<file path="src/pkg/epwm_pkg.sv">
package epwm_pkg;

  // register byte addresses (printed offsets are not word aligned: index * 4)
  localparam logic [11:0] EPWM_IDX_ASD1    = 12'hFBE;
  localparam logic [11:0] EPWM_IDX_ASD2    = 12'hFB8;
  localparam logic [11:0] EPWM_IDX_ASD3    = 12'hF19;
  localparam logic [13:0] EPWM_ADDR_ASD1   = {EPWM_IDX_ASD1, 2'b00};
  localparam logic [13:0] EPWM_ADDR_ASD2   = {EPWM_IDX_ASD2, 2'b00};
  localparam logic [13:0] EPWM_ADDR_ASD3   = {EPWM_IDX_ASD3, 2'b00};
  // own control/period/duty registers of the pwm core
  localparam logic [13:0] EPWM_ADDR_CTRL   = 14'h0000;
  localparam logic [13:0] EPWM_ADDR_PERIOD = 14'h0004;
  localparam logic [13:0] EPWM_ADDR_DUTY   = 14'h0008;

  // shutdown control field positions
  localparam int EPWM_F_EVT  = 7;
  localparam int EPWM_F_SRC  = 4;
  localparam int EPWM_F_AC   = 2;
  localparam int EPWM_F_BD   = 0;
  // control register field positions
  localparam int EPWM_F_EN   = 0;
  localparam int EPWM_F_MODE = 1;
  localparam int EPWM_F_POL  = 3;
  localparam int EPWM_F_ARST = 5;

  localparam logic [7:0]  EPWM_RST_ASD    = 8'h00;
  localparam logic [7:0]  EPWM_RST_CTRL   = 8'h00;
  localparam logic [9:0]  EPWM_RST_PERIOD = 10'h3FF;
  localparam logic [9:0]  EPWM_RST_DUTY   = 10'h000;
  localparam int          EPWM_RES        = 10;

  // output mode select
  typedef enum logic [1:0] {
    EPWM_M_SINGLE = 2'b00,
    EPWM_M_HALF   = 2'b01,
    EPWM_M_FWD    = 2'b10,
    EPWM_M_REV    = 2'b11
  } epwm_mode_t;

  // pair shutdown states
  localparam logic [1:0] EPWM_SD_LOW  = 2'b00;
  localparam logic [1:0] EPWM_SD_HIGH = 2'b01;

  typedef struct packed {
    logic [3:0] o;
    logic [3:0] oe;
  } epwm_pins_t;

  typedef struct packed {
    logic       sel;
    logic       wr;
    logic [13:0] addr;
  } epwm_ahb_req_t;

endpackage

</file>
<file path="src/rtl/epwm_core.sv">
`timescale 1ns/1ps
// period counter and duty compare; starts only at a period boundary
module epwm_core
  import epwm_pkg::*;
(
  // clock and reset
  input  wire logic       clk,
  input  wire logic       rstn,
  // control
  input  wire logic       run,
  input  wire logic [9:0] period,
  input  wire logic [9:0] duty,
  // result
  output logic            raw,
  output logic            wrap
);

  typedef struct packed {
    logic [9:0] cnt;
    logic       raw;
  } epwm_core_st_t;

  epwm_core_st_t st_r;
  epwm_core_st_t st_nxt;

  // counter always runs so a period boundary exists when run rises
  always_comb begin
    st_nxt = st_r;
    if (st_r.cnt >= period) begin
      st_nxt.cnt = 10'h000;
    end else begin
      st_nxt.cnt = st_r.cnt + 10'h001;
    end
    st_nxt.raw = run && (st_nxt.cnt < duty);
  end

  always_ff @(posedge clk or negedge rstn) begin
    if (!rstn) begin
      st_r <= '0;
    end else begin
      st_r <= st_nxt;
    end
  end

  assign raw  = st_r.raw;
  assign wrap = (st_r.cnt >= period);

endmodule

</file>
<file path="src/rtl/epwm_steer.sv">
`timescale 1ns/1ps
// maps the raw waveform onto four pins by mode and polarity
module epwm_steer
  import epwm_pkg::*;
(
  // waveform
  input  wire logic       raw,
  input  wire logic [1:0] mode,
  input  wire logic [1:0] pol,
  // pins before shutdown
  output epwm_pins_t      pins
);

  logic pa;
  logic pb;

  // pol[0] inverts a/c, pol[1] inverts b/d
  assign pa = raw ^ pol[0];
  assign pb = raw ^ pol[1];

  always_comb begin
    pins.o  = 4'h0;
    pins.oe = 4'h0;
    unique case (epwm_mode_t'(mode))
      EPWM_M_SINGLE: begin
        pins.o  = {3'h0, pa};
        pins.oe = 4'h1;
      end
      EPWM_M_HALF: begin
        pins.o  = {2'h0, ~pb, pa};
        pins.oe = 4'h3;
      end
      // forward: a steady on, d modulated
      EPWM_M_FWD: begin
        pins.o  = {pb, 1'b0 ^ pol[0], 1'b0 ^ pol[1], ~pol[0]};
        pins.oe = 4'hF;
      end
      // reverse: c steady on, b modulated
      EPWM_M_REV: begin
        pins.o  = {1'b0 ^ pol[1], ~pol[0], pb, 1'b0 ^ pol[0]};
        pins.oe = 4'hF;
      end
    endcase
  end

endmodule

</file>
<file path="src/rtl/epwm_top.sv">
// Our own choice: the AHB-Lite slave port.
`timescale 1ns/1ps
// Behaviour
// - four output pins, duty resolution up to 10 bits
// - single, half-bridge, full forward and full reverse output modes
// - software selects active polarity of output pins
// - on first enable, waveform waits for a new period
// - shutdown sets event flag; held until firmware or auto-restart clears
// - shutdown forces enabled pins to shutdown state at the next clock edge
// - pins grouped a/c and b/d, each low, high or tri-state
// - 3-bit source field selects comparators and fault pin low
// - a/c field: 00 low, 01 high, 1x tri-state
// - b/d field: 00 low, 01 high, 1x tri-state
// - bit 7 reads 1 while outputs are shut down
// - shutdown is level sensitive, persists while source active
// - writes to event flag ignored while condition present
// - after restart waveform resumes at next period start
// - pins unused by the mode are released
module epwm_top
  import epwm_pkg::*;
(
  // clock and reset
  input  wire logic        clk,
  input  wire logic        rstn,
  // ahb-lite slave
  input  wire logic        hsel,
  input  wire logic [31:0] haddr,
  input  wire logic [1:0]  htrans,
  input  wire logic        hwrite,
  input  wire logic [2:0]  hsize,
  input  wire logic [31:0] hwdata,
  input  wire logic        hready,
  output logic [31:0]      hrdata,
  output logic             hreadyout,
  output logic             hresp,
  // shutdown sources
  input  wire logic        comparator1_result,
  input  wire logic        comparator2_result,
  input  wire logic        fault_input_pin,
  // pwm pins
  output logic             pwm_out_a,
  output logic             pwm_out_b,
  output logic             pwm_out_c,
  output logic             pwm_out_d,
  output logic [3:0]       pwm_oe
);

  typedef struct packed {
    epwm_ahb_req_t req;
    logic [7:0]    asd;
    logic [7:0]    ctrl;
    logic [9:0]    period;
    logic [9:0]    duty;
    logic          run;
    logic [31:0]   rdata;
    epwm_pins_t    pins;
  } epwm_st_t;

  epwm_st_t   st_r;
  epwm_st_t   st_nxt;
  logic       raw;
  logic       wrap;
  logic       cond;
  logic [2:0] src;
  epwm_pins_t norm;
  epwm_pins_t shut;
  logic       want;

  assign src = st_r.asd[EPWM_F_SRC +: 3];

  // level-sensitive condition, decoded bit per source
  assign cond = (src[0] & comparator1_result) |
                (src[1] & comparator2_result) |
                (src[2] & ~fault_input_pin);

  assign want = st_r.ctrl[EPWM_F_EN] & ~st_r.asd[EPWM_F_EVT] & ~cond;

  epwm_core u_core (
    .clk    (clk),
    .rstn   (rstn),
    .run    (st_r.run),
    .period (st_r.period),
    .duty   (st_r.duty),
    .raw    (raw),
    .wrap   (wrap)
  );

  epwm_steer u_steer (
    .raw  (raw),
    .mode (st_r.ctrl[EPWM_F_MODE +: 2]),
    .pol  (st_r.ctrl[EPWM_F_POL +: 2]),
    .pins (norm)
  );

  // shutdown pin image per pair; 1x releases the pair
  always_comb begin
    shut = norm;
    shut.o[0]  = (st_r.asd[EPWM_F_AC +: 2] == EPWM_SD_HIGH);
    shut.o[2]  = shut.o[0];
    shut.oe[0] = norm.oe[0] & ~st_r.asd[EPWM_F_AC + 1];
    shut.oe[2] = norm.oe[2] & ~st_r.asd[EPWM_F_AC + 1];
    shut.o[1]  = (st_r.asd[EPWM_F_BD +: 2] == EPWM_SD_HIGH);
    shut.o[3]  = shut.o[1];
    shut.oe[1] = norm.oe[1] & ~st_r.asd[EPWM_F_BD + 1];
    shut.oe[3] = norm.oe[3] & ~st_r.asd[EPWM_F_BD + 1];
  end

  logic wr_hit;
  logic [13:0] wa;
  assign wr_hit = st_r.req.sel & st_r.req.wr;
  assign wa     = st_r.req.addr;

  // bus decode, flag and run control
  always_comb begin
    st_nxt = st_r;
    st_nxt.req.sel  = hsel & hready & htrans[1];
    st_nxt.req.wr   = hwrite;
    st_nxt.req.addr = haddr[13:0];
    // write data phase
    if (wr_hit) begin
      if (wa == EPWM_ADDR_ASD1 || wa == EPWM_ADDR_ASD2 || wa == EPWM_ADDR_ASD3) begin
        st_nxt.asd[6:0] = hwdata[6:0];
        if (!cond) begin
          st_nxt.asd[EPWM_F_EVT] = hwdata[EPWM_F_EVT];
        end
      end else if (wa == EPWM_ADDR_CTRL) begin
        st_nxt.ctrl = hwdata[7:0];
      end else if (wa == EPWM_ADDR_PERIOD) begin
        st_nxt.period = hwdata[9:0];
      end else if (wa == EPWM_ADDR_DUTY) begin
        st_nxt.duty = hwdata[9:0];
      end
    end
    // auto-restart clears the flag once the source has gone
    if (!cond && st_r.ctrl[EPWM_F_ARST]) begin
      st_nxt.asd[EPWM_F_EVT] = 1'b0;
    end
    // hardware set wins over any clear
    if (cond) begin
      st_nxt.asd[EPWM_F_EVT] = 1'b1;
    end
    // start only at a period boundary; stop at once, also when software sets the flag
    if (!want || st_nxt.asd[EPWM_F_EVT]) begin
      st_nxt.run = 1'b0;
    end else if (wrap) begin
      st_nxt.run = 1'b1;
    end
    // read data for the next data phase
    st_nxt.rdata = 32'h0000_0000;
    if (hsel && hready && htrans[1] && !hwrite) begin
      unique case (haddr[13:0])
        EPWM_ADDR_ASD1, EPWM_ADDR_ASD2, EPWM_ADDR_ASD3:
          st_nxt.rdata = {24'h00_0000, st_nxt.asd};
        EPWM_ADDR_CTRL:   st_nxt.rdata = {24'h00_0000, st_nxt.ctrl};
        EPWM_ADDR_PERIOD: st_nxt.rdata = {22'h00_0000, st_nxt.period};
        EPWM_ADDR_DUTY:   st_nxt.rdata = {22'h00_0000, st_nxt.duty};
        default:          st_nxt.rdata = 32'h0000_0000;
      endcase
    end
    st_nxt.pins = (st_nxt.asd[EPWM_F_EVT]) ? shut : norm;
  end

  always_ff @(posedge clk or negedge rstn) begin
    if (!rstn) begin
      st_r        <= '0;
      st_r.asd    <= EPWM_RST_ASD;
      st_r.ctrl   <= EPWM_RST_CTRL;
      st_r.period <= EPWM_RST_PERIOD;
      st_r.duty   <= EPWM_RST_DUTY;
    end else begin
      st_r <= st_nxt;
    end
  end

  // registered pins; the flag is set within one cycle of cond
  assign pwm_out_a = st_r.pins.o[0];
  assign pwm_out_b = st_r.pins.o[1];
  assign pwm_out_c = st_r.pins.o[2];
  assign pwm_out_d = st_r.pins.o[3];
  assign pwm_oe    = st_r.pins.oe;
  assign hrdata    = st_r.rdata;
  assign hreadyout = 1'b1;
  assign hresp     = 1'b0;

  // checks
  chk_flag_sets: assert property (
    @(posedge clk) disable iff (!rstn)
    cond |=> st_r.asd[EPWM_F_EVT]) else $error("flag not set on shutdown");
  chk_no_run_sd: assert property (
    @(posedge clk) disable iff (!rstn)
    st_r.asd[EPWM_F_EVT] |-> !st_r.run) else $error("running while shut down");
  chk_start_wrap: assert property (
    @(posedge clk) disable iff (!rstn)
    $rose(st_r.run) |-> $past(wrap)) else $error("start off period boundary");
  chk_hold_write: assert property (
    @(posedge clk) disable iff (!rstn)
    (wr_hit && cond) |=> st_r.asd[EPWM_F_EVT]) else $error("flag cleared in shutdown");
  chk_autoclear: assert property (
    @(posedge clk) disable iff (!rstn)
    (!cond && st_r.ctrl[EPWM_F_ARST] && !wr_hit) |=> !st_r.asd[EPWM_F_EVT])
    else $error("auto restart failed");
  // pins b, c and d stay released in single mode, shut down or not
  chk_single_oe: assert property (
    @(posedge clk) disable iff (!rstn)
    (st_r.ctrl[EPWM_F_MODE +: 2] == 2'b00) |=> (pwm_oe[3:1] == 3'h0))
    else $error("unused pin driven in single mode");
  chk_pair_ac: assert property (
    @(posedge clk) disable iff (!rstn)
    (st_r.asd[EPWM_F_EVT] && st_r.asd[3]) |-> (pwm_oe[0] == 1'b0 || $changed(st_r.asd)))
    else $error("a/c not released");
  chk_pair_bd: assert property (
    @(posedge clk) disable iff (!rstn)
    (st_r.asd[EPWM_F_EVT] && st_r.asd[1]) |-> (pwm_oe[1] == 1'b0 || $changed(st_r.asd)))
    else $error("b/d not released");

endmodule

</file>
<file path="config.mk">
export PLATFORM = sky130hd
export DESIGN_NAME = epwm_top
export DESIGN_NICKNAME = d
export VERILOG_FILES = /design/src/pkg/epwm_pkg.sv /design/src/rtl/epwm_core.sv /design/src/rtl/epwm_steer.sv /design/src/rtl/epwm_top.sv
export SDC_FILE = /design/constraint.sdc
export NUM_CORES = 1
export LEC_CHECK = 0
export ABC_AREA = 1
export BUFFER_PORTS_ARGS = -buffer_cell sky130_fd_sc_hd__buf_4
export CORE_MARGIN = 2
export CORE_UTILIZATION = 58
export DETAILED_ROUTE_END_ITERATION = 8
export PLACE_DENSITY = 0.86
export SLEW_MARGIN = 20
export SYNTH_ARGS = -nofsm -noshare
export SYNTH_HDL_FRONTEND = slang
export SYNTH_SLANG_ARGS = --single-unit
</file>
<file path="constraint.sdc">
create_clock -name clk -period 3.9 [get_ports clk]
set_clock_uncertainty 0.05 [all_clocks]
set_input_delay 0.78 -clock clk [delete_from_list [all_inputs] [get_ports clk]]
set_output_delay 0.78 -clock clk [all_outputs]
set_load 0.02 [all_outputs]
</file>
==> results.cfg, run 1 <==
[outcome]
status = completed

[sta]
holdWs_ps = 391
final_hold_viol_count = 0
setup-tns-final_ps = 0
setup-violations-final = 0
fin_crit_sh = 0.815
tightest_slew_ps = 723
relSlewSlack = 0.518
rsz0062_at_grt = no
fin_crit_ps = 3180
fmax_mhz = 315
fin_ws_ps = 723
slew_violations = 0

[cts]
clkSlewWorstSetupHoldPaths_ps = 90
htreeDepth = 3
max-clock-path-buffers = 2
ctsResizeCount = 0
root_buffer = clkbuf_8
clk_latency_ps = 370
ctsHoldBuffers = 0
cts.sink_count = 82
cts.repair_timing.setup_buffer_count = 0
numCtsBuffers = 9
cts_tree = built

[global_route]
grtUsageTotal = 0.256
grt_pass1_vias = 3715
antenna_found_initial = 0
grt_pass1_wl_mm = 16.9
grt_max_degree = 83
grt.overflow.total = 0

[place]
port_buffers = 50
dp_hpwl_mm = 7.38
gp_congestion = 0.901
place_ws_ps = 934

[synth]
synth_area_leaders = dfrtp_1 (39%), nand2_1 (10%), inv_1 (7.2%), buf_4 (6.4%), dfstp_2 (5.7%)
synth_warnings = 0
synth-edff-count = 0
synthCells = 554
yosysSeqAreaShare = 0.449
ys.flop_type = dfrtp_1
ys_types = 44
syn_avg_cell_area_um2 = 8.30
synth_async_sr_flop_share = 1.00
synth_area_um2 = 4600
ys_ff_latch = 82
yosys.area.top_type = dfrtp_1
synth_top_area_share = 0.392

[worst_setup_path]
worst_path_largest_cell_delay_ps = 520
cp_cell_sequence = inv_1 -> ha_1 -> a21oi_1 -> o21ai_0 -> nand2_1 -> nand3_1 -> inv_1 -> o21ai_0 -> a21oi_1 -> ha_1 -> nand2_1 -> o21a_1 -> o21ai_0 -> nand2_1 -> nand4_1 -> a21oi_1
worstPathMaxFanout = 7
path_buf_inv = 2
critPathSlowestCell = dfstp_2
cp_top_family = compound AO/OA/AOI/OAI gates
crit_type = reg2reg
start_kind = flip-flop
crit_path_end_kind = flip-flop
arrival_ps = 3430
crit_required_ps = 4150

[route]
routed_via_density = 5.28
ant_nets = 0
drt_pass1_iterations = 5
drtIter0Drc = 218
num_vias = 3699
drt-wirelength-per-cell_um = 14.4
drcViolationCount = 0
route.final.wire_length_mm = 10.1

[layout]
fin_util = 0.659
n_antenna_cell = 0
nFillCells = 616
final_common_cell = nand2_1
fin_nets = 690
mostFrequentLayoutCells = nand2_1 (127), inv_1 (88), dfrtp_1 (72)
drive_above_1_share = 0.172
areaGrowthSynthToFinish_pct = 10.1

[power_and_ir_drop]
p_leak_uw = 0.00275
p_per_area_nw_per_um2 = 368
max-vdd-ir-drop_mv = 0.174

[floorplan]
die_x_um = 93.1
rows = 32
dieArea_um2 = 8660
num_io_pins = 119
initial_core_util = 0.598
die_y_um = 93.1
core_area_um2 = 7690

[job]
maxCapViolCount = 0

[hold_path]
hp-class = in2async
-- flip-flops by register name, indices dropped and copies added, names as in the netlist --
name,flops
pwm_out_a,1
src,3
pwm_out_d,1
wa,14
u_core.st_r,10
pwm_out_b,1
hrdata,10
u_core.raw,1
st_r,36
pwm_out_c,1
pwm_oe,4
-- power breakdown --
group | switching (uW) | leakage [uW] | total [uW] | internal, uW
clock | 343 | 0.000102 | 650 | 307
sequential | 28.5 | 0.000932 | 915 | 886
combinational | 202 | 0.00171 | 301 | 98.9
-- stage by stage --
stage / total power, uW / instance area (um2) / cells
global route: 1950 / 5070 / 700
global placement: 1200 / 4850 / 684
finish: 1870 / 5070 / 700
detailed placement: 1220 / 4850 / 684
CTS: 1870 / 5060 / 700
floorplan: 1130 / 4680 / 576
-- area by class of cell --
| cell class | instances | area [um2] | area share |
|---|---|---|---|
| clock inverters | 7 | 83.8 | 0.0165 |
| repair buffers | 50 | 379 | 0.0748 |
| well taps | 102 | 128 | 0.0252 |
| inverters | 93 | 352 | 0.0694 |
| flip-flops and latches | 82 | 2060 | 0.408 |
| multi-input cells | 357 | 1940 | 0.382 |
| clock buffers | 9 | 124 | 0.0245 |
-- cell families after synthesis --
logic type,share of synthesized area
xor gates and xnor gates,0.00571
other,0.00163
and+or+nand+nor,0.251
buffers and inverters,0.148
DFF,0.449
adders and majority gates,0.0544
AOI/OAI and AO/OA,0.0906
-- cells in the mapped netlist, types with 5 or more instances --
master / count
dfrtp_1: 72
o21a_1: 14
nand2_1: 127
nor3_1: 5
nand4_1: 15
buf_4: 39
a21oi_1: 21
nand3_1: 36
nor2_1: 28
o21ai_0: 22
dfstp_2: 10
inv_1: 88
ha_1: 20
-- final timing paths --
kind                          start             end  slack, ps  cells after the start
max                        st_r[56]      u_core.raw        720                     16
min                            rstn  u_core.st_r[4]        390                      1
min reg2reg                st_r[72]       pwm_oe[0]        440                      1
max in group asynchronous      rstn           wa[4]       2920                      1
min in group clk           st_r[72]       pwm_oe[0]        440                      1
max reg2reg                st_r[56]      u_core.raw        720                     16
-- layer usage --
metal	GRT usage	vias up	wire (um)	share of wire
met4	0.116	0	293	0.029
li1	-	1783	-	-
met2	0.460	149	5290	0.52
met5	0	-	0	0
met1	0.292	1741	3880	0.38
met3	0.0532	26	633	0.063
No activity file was read; power rests on OpenSTA's default activity.
==> inputs of run 2 (changes only) <==
ABC_AREA = 0   (was 1)
CORE_UTILIZATION = 52   (was 58)
PLACE_DENSITY = 0.8   (was 0.86)
clock period = 3.3 ns   (was 3.9 ns; I/O delays follow)
==> run 2 against run 1 <==
  * Sequential power grew 13%
  * Critical path depth shrank 2
  * Register-to-register slack lost 490 ps
  * First-iteration DRC count shrank 5.5%
  * Core utilization shrank 4.6 points
  * Global-route usage shrank 4.2 points
  * Critical endpoint unchanged
  * Clock power grew 5.7%
  * Final cell count shrank 21%
  * Wire length shrank 15%
  * Hold slack lost 130 ps
==> results.cfg, run 2 <==
[outcome]
status = completed

[synth]
synthCells = 396
synth_most_common_cell = dfrtp_1
synth_top_area_share = 0.425
synth_area_um2 = 4240
ys_types = 49
synth_async_sr_flop_share = 1.00
synth_area_leaders = dfrtp_1 (43%), buf_4 (6.9%), dfstp_2 (6.2%), ha_1 (5.9%), mux2_2 (4.8%)
ys.flop_type = dfrtp_1
synthTopCellsByCount = dfrtp_1 (72), buf_4 (39), nand2_1 (32), inv_1 (29), ha_1 (20)
yosysSeqAreaShare = 0.487
syn_avg_cell_area_um2 = 10.7
yosys.area.top_type = dfrtp_1
synth_warnings = 0
synth-edff-count = 0
ys_ff_latch = 82

[power_and_ir_drop]
power.share.clock = 0.373
max-vdd-ir-drop_mv = 0.289
power.share.sequential = 0.561
power_switching_uw = 475
p_int_uw = 1370
p_per_area_nw_per_um2 = 385
p_comb_frac = 0.067
p_leak_uw = 0.00245
switching_share = 0.258

[layout]
areaGrowthSynthToFinish_pct = 13.0
final_common_cell = dfrtp_1
regMostFlops = st_r
mostFrequentLayoutCells = dfrtp_1 (72), buf_4 (60), nand2_1 (32)
drive_above_1_share = 0.249
nFillCells = 622
largest_reg_flops = 36
fin_cells = 552
n_antenna_cell = 0
fin_util = 0.613
fin_nets = 542

[worst_setup_path]
cp_cell_sequence = inv_1 -> ha_1 -> a21oi_1 -> o21ai_0 -> a211oi_2 -> o21ai_1 -> a21o_1 -> buf_4 -> nor2_2 -> ha_1 -> a21o_1 -> a21oi_1 -> o211ai_1 -> a41oi_1
worstPathMaxFanout = 6
crit_path_end_kind = flip-flop
critPathSlowestCell = dfstp_2
start_kind = flip-flop
worst_path_largest_cell_delay_ps = 520
reg2reg_from = st_r[54]
crit_required_ps = 3520
arrival_ps = 3290
crit_type = reg2reg
setup.worst_path.start = st_r[54]

[sta]
fin_crit_ps = 3060
fin_ws_ps = 236
slew_violations = 0
setup-tns-final_ps = 0
setup-violations-final = 0
fmax_mhz = 326
fin_crit_sh = 0.929
final_hold_viol_count = 0
tightest_slew_ps = 728
relSlewSlack = 0.515
rsz0062_at_grt = no

[route]
route.final.wire_length_mm = 8.63
wl_met1_mm = 3.90
ant_nets = 0
met3_length_um = 394
drt-wirelength-per-cell_um = 15.6
num_vias = 2967
top_layer_used = met4
routed_via_density = 5.38
dr_wl_met2_mm = 4.12
drcViolationCount = 0
drt_pass1_iterations = 4
drtIter0Drc = 206

[floorplan]
initial_core_util = 0.543
num_io_pins = 119
die_x_um = 94.3
dieArea_um2 = 8890
rows = 32
die_y_um = 94.3
core_area_um2 = 7810

[cts]
htreeDepth = 3
cts_tree = built
clkSlewWorstSetupHoldPaths_ps = 90
numCtsBuffers = 9
clk_latency_ps = 360
root_buffer = clkbuf_8
cts.repair_timing.setup_buffer_count = 0
cts.sink_count = 82
ctsHoldBuffers = 0
max-clock-path-buffers = 2

[place]
placedCellCount = 536
place_ws_ps = 85.4
port_buffers = 50
dp_hpwl_mm = 6.47
gp_congestion = 0.852

[job]
maxCapViolCount = 0

[global_route]
antenna_found_initial = 0
grt_pass1_vias = 2943
grt_max_degree = 83
grtUsageTotal = 0.214
grt_pass1_wl_mm = 14.5
grt.overflow.total = 0

[hold_path]
hp-class = in2async
==> run 2: cell count changes after synthesis, sizes merged, moves of 9 or more <==
cell,change
inv,-62
mux2,+18
nand2,-98
nand2b,+11
nand3,-30
nand4,-9
nor2,-16
o21a,-14
o21ai,-15
==> run 2: worst paths after layout <==
kind                                  end  slack [ps]  depth (start not counted)
setup / recovery               u_core.raw         240                         14
min in group clk                   wa[12]         370                          1
hold reg to reg                  st_r[40]         390                          1
max in group asynchronous  u_core.st_r[7]        2420                          1
setup reg to reg               u_core.raw         240                         14
hold / removal                  pwm_oe[1]         270                          1
==> run 2: layer usage <==
metal | global-route usage | up-vias
li1 | - | 1431
met1 | 0.291 | 1436
met2 | 0.346 | 80
met3 | 0.0345 | 20
met4 | 0.0797 | 0
met5 | 0 | -
==> run 2: area by class of cell <==
class	instances	area, um2	share of cell area
multi-input cells	262	1840	0.384
clock buffers	10	138	0.0287
inverters	29	109	0.0227
repair buffers	61	462	0.0964
flip-flops and latches	82	2060	0.431
well taps	102	128	0.0267
clock inverters	6	50.0	0.0105
==> run 2: repair_timing <==
item	in CTS	in global routing
setup endpoints to repair	0	1
resized for setup	0	4
hold endpoints to repair	0	0
==> run 2: cells by family (layout without fill, tap and decap cells) <==
kind of cell / Yosys count / after routing / share of synthesized area
AO/OA/AOI/OAI: 65 / 65 / 0.107
adder cells (fa/ha/maj): 20 / 20 / 0.0590
AND/OR/NAND/NOR: 116 / 116 / 0.155
multiplexers: 25 / 25 / 0.0644
other: 2 / 24 / 0.00177
buffers and inverters: 74 / 106 / 0.101
XOR/XNOR: 12 / 12 / 0.0248
flip-flops: 82 / 82 / 0.487
==> run 2: power by group through the flow <==
stage	clock network, uW	registers, uW	logic, uW
2_1_floorplan	0	1050	72.5
3_3_place_gp	0	1050	120
3_5_place_dp	0	1050	122
4_1_cts	705	1030	122
5_1_grt	736	1030	137
6_report	687	1030	123
==> run 2: metrics by stage <==
step / hold WS (ps) / power [uW] / cell area [um2]
6_report: 265 / 1840 / 4790
5_1_grt: 349 / 1910 / 4790
4_1_cts: 357 / 1860 / 4770
3_5_place_dp: 382 / 1170 / 4590
3_3_place_gp: 380 / 1170 / 4590
2_1_floorplan: 314 / 1120 / 4320
==> run 2: critical path: cells and delay by family, from the launching register on <==
kind            cells  cell delay (ps)
buf+inv             2              250
fa+ha+maj           2              570
flops               1              520
simple gates        1              140
compound gates      9             1440
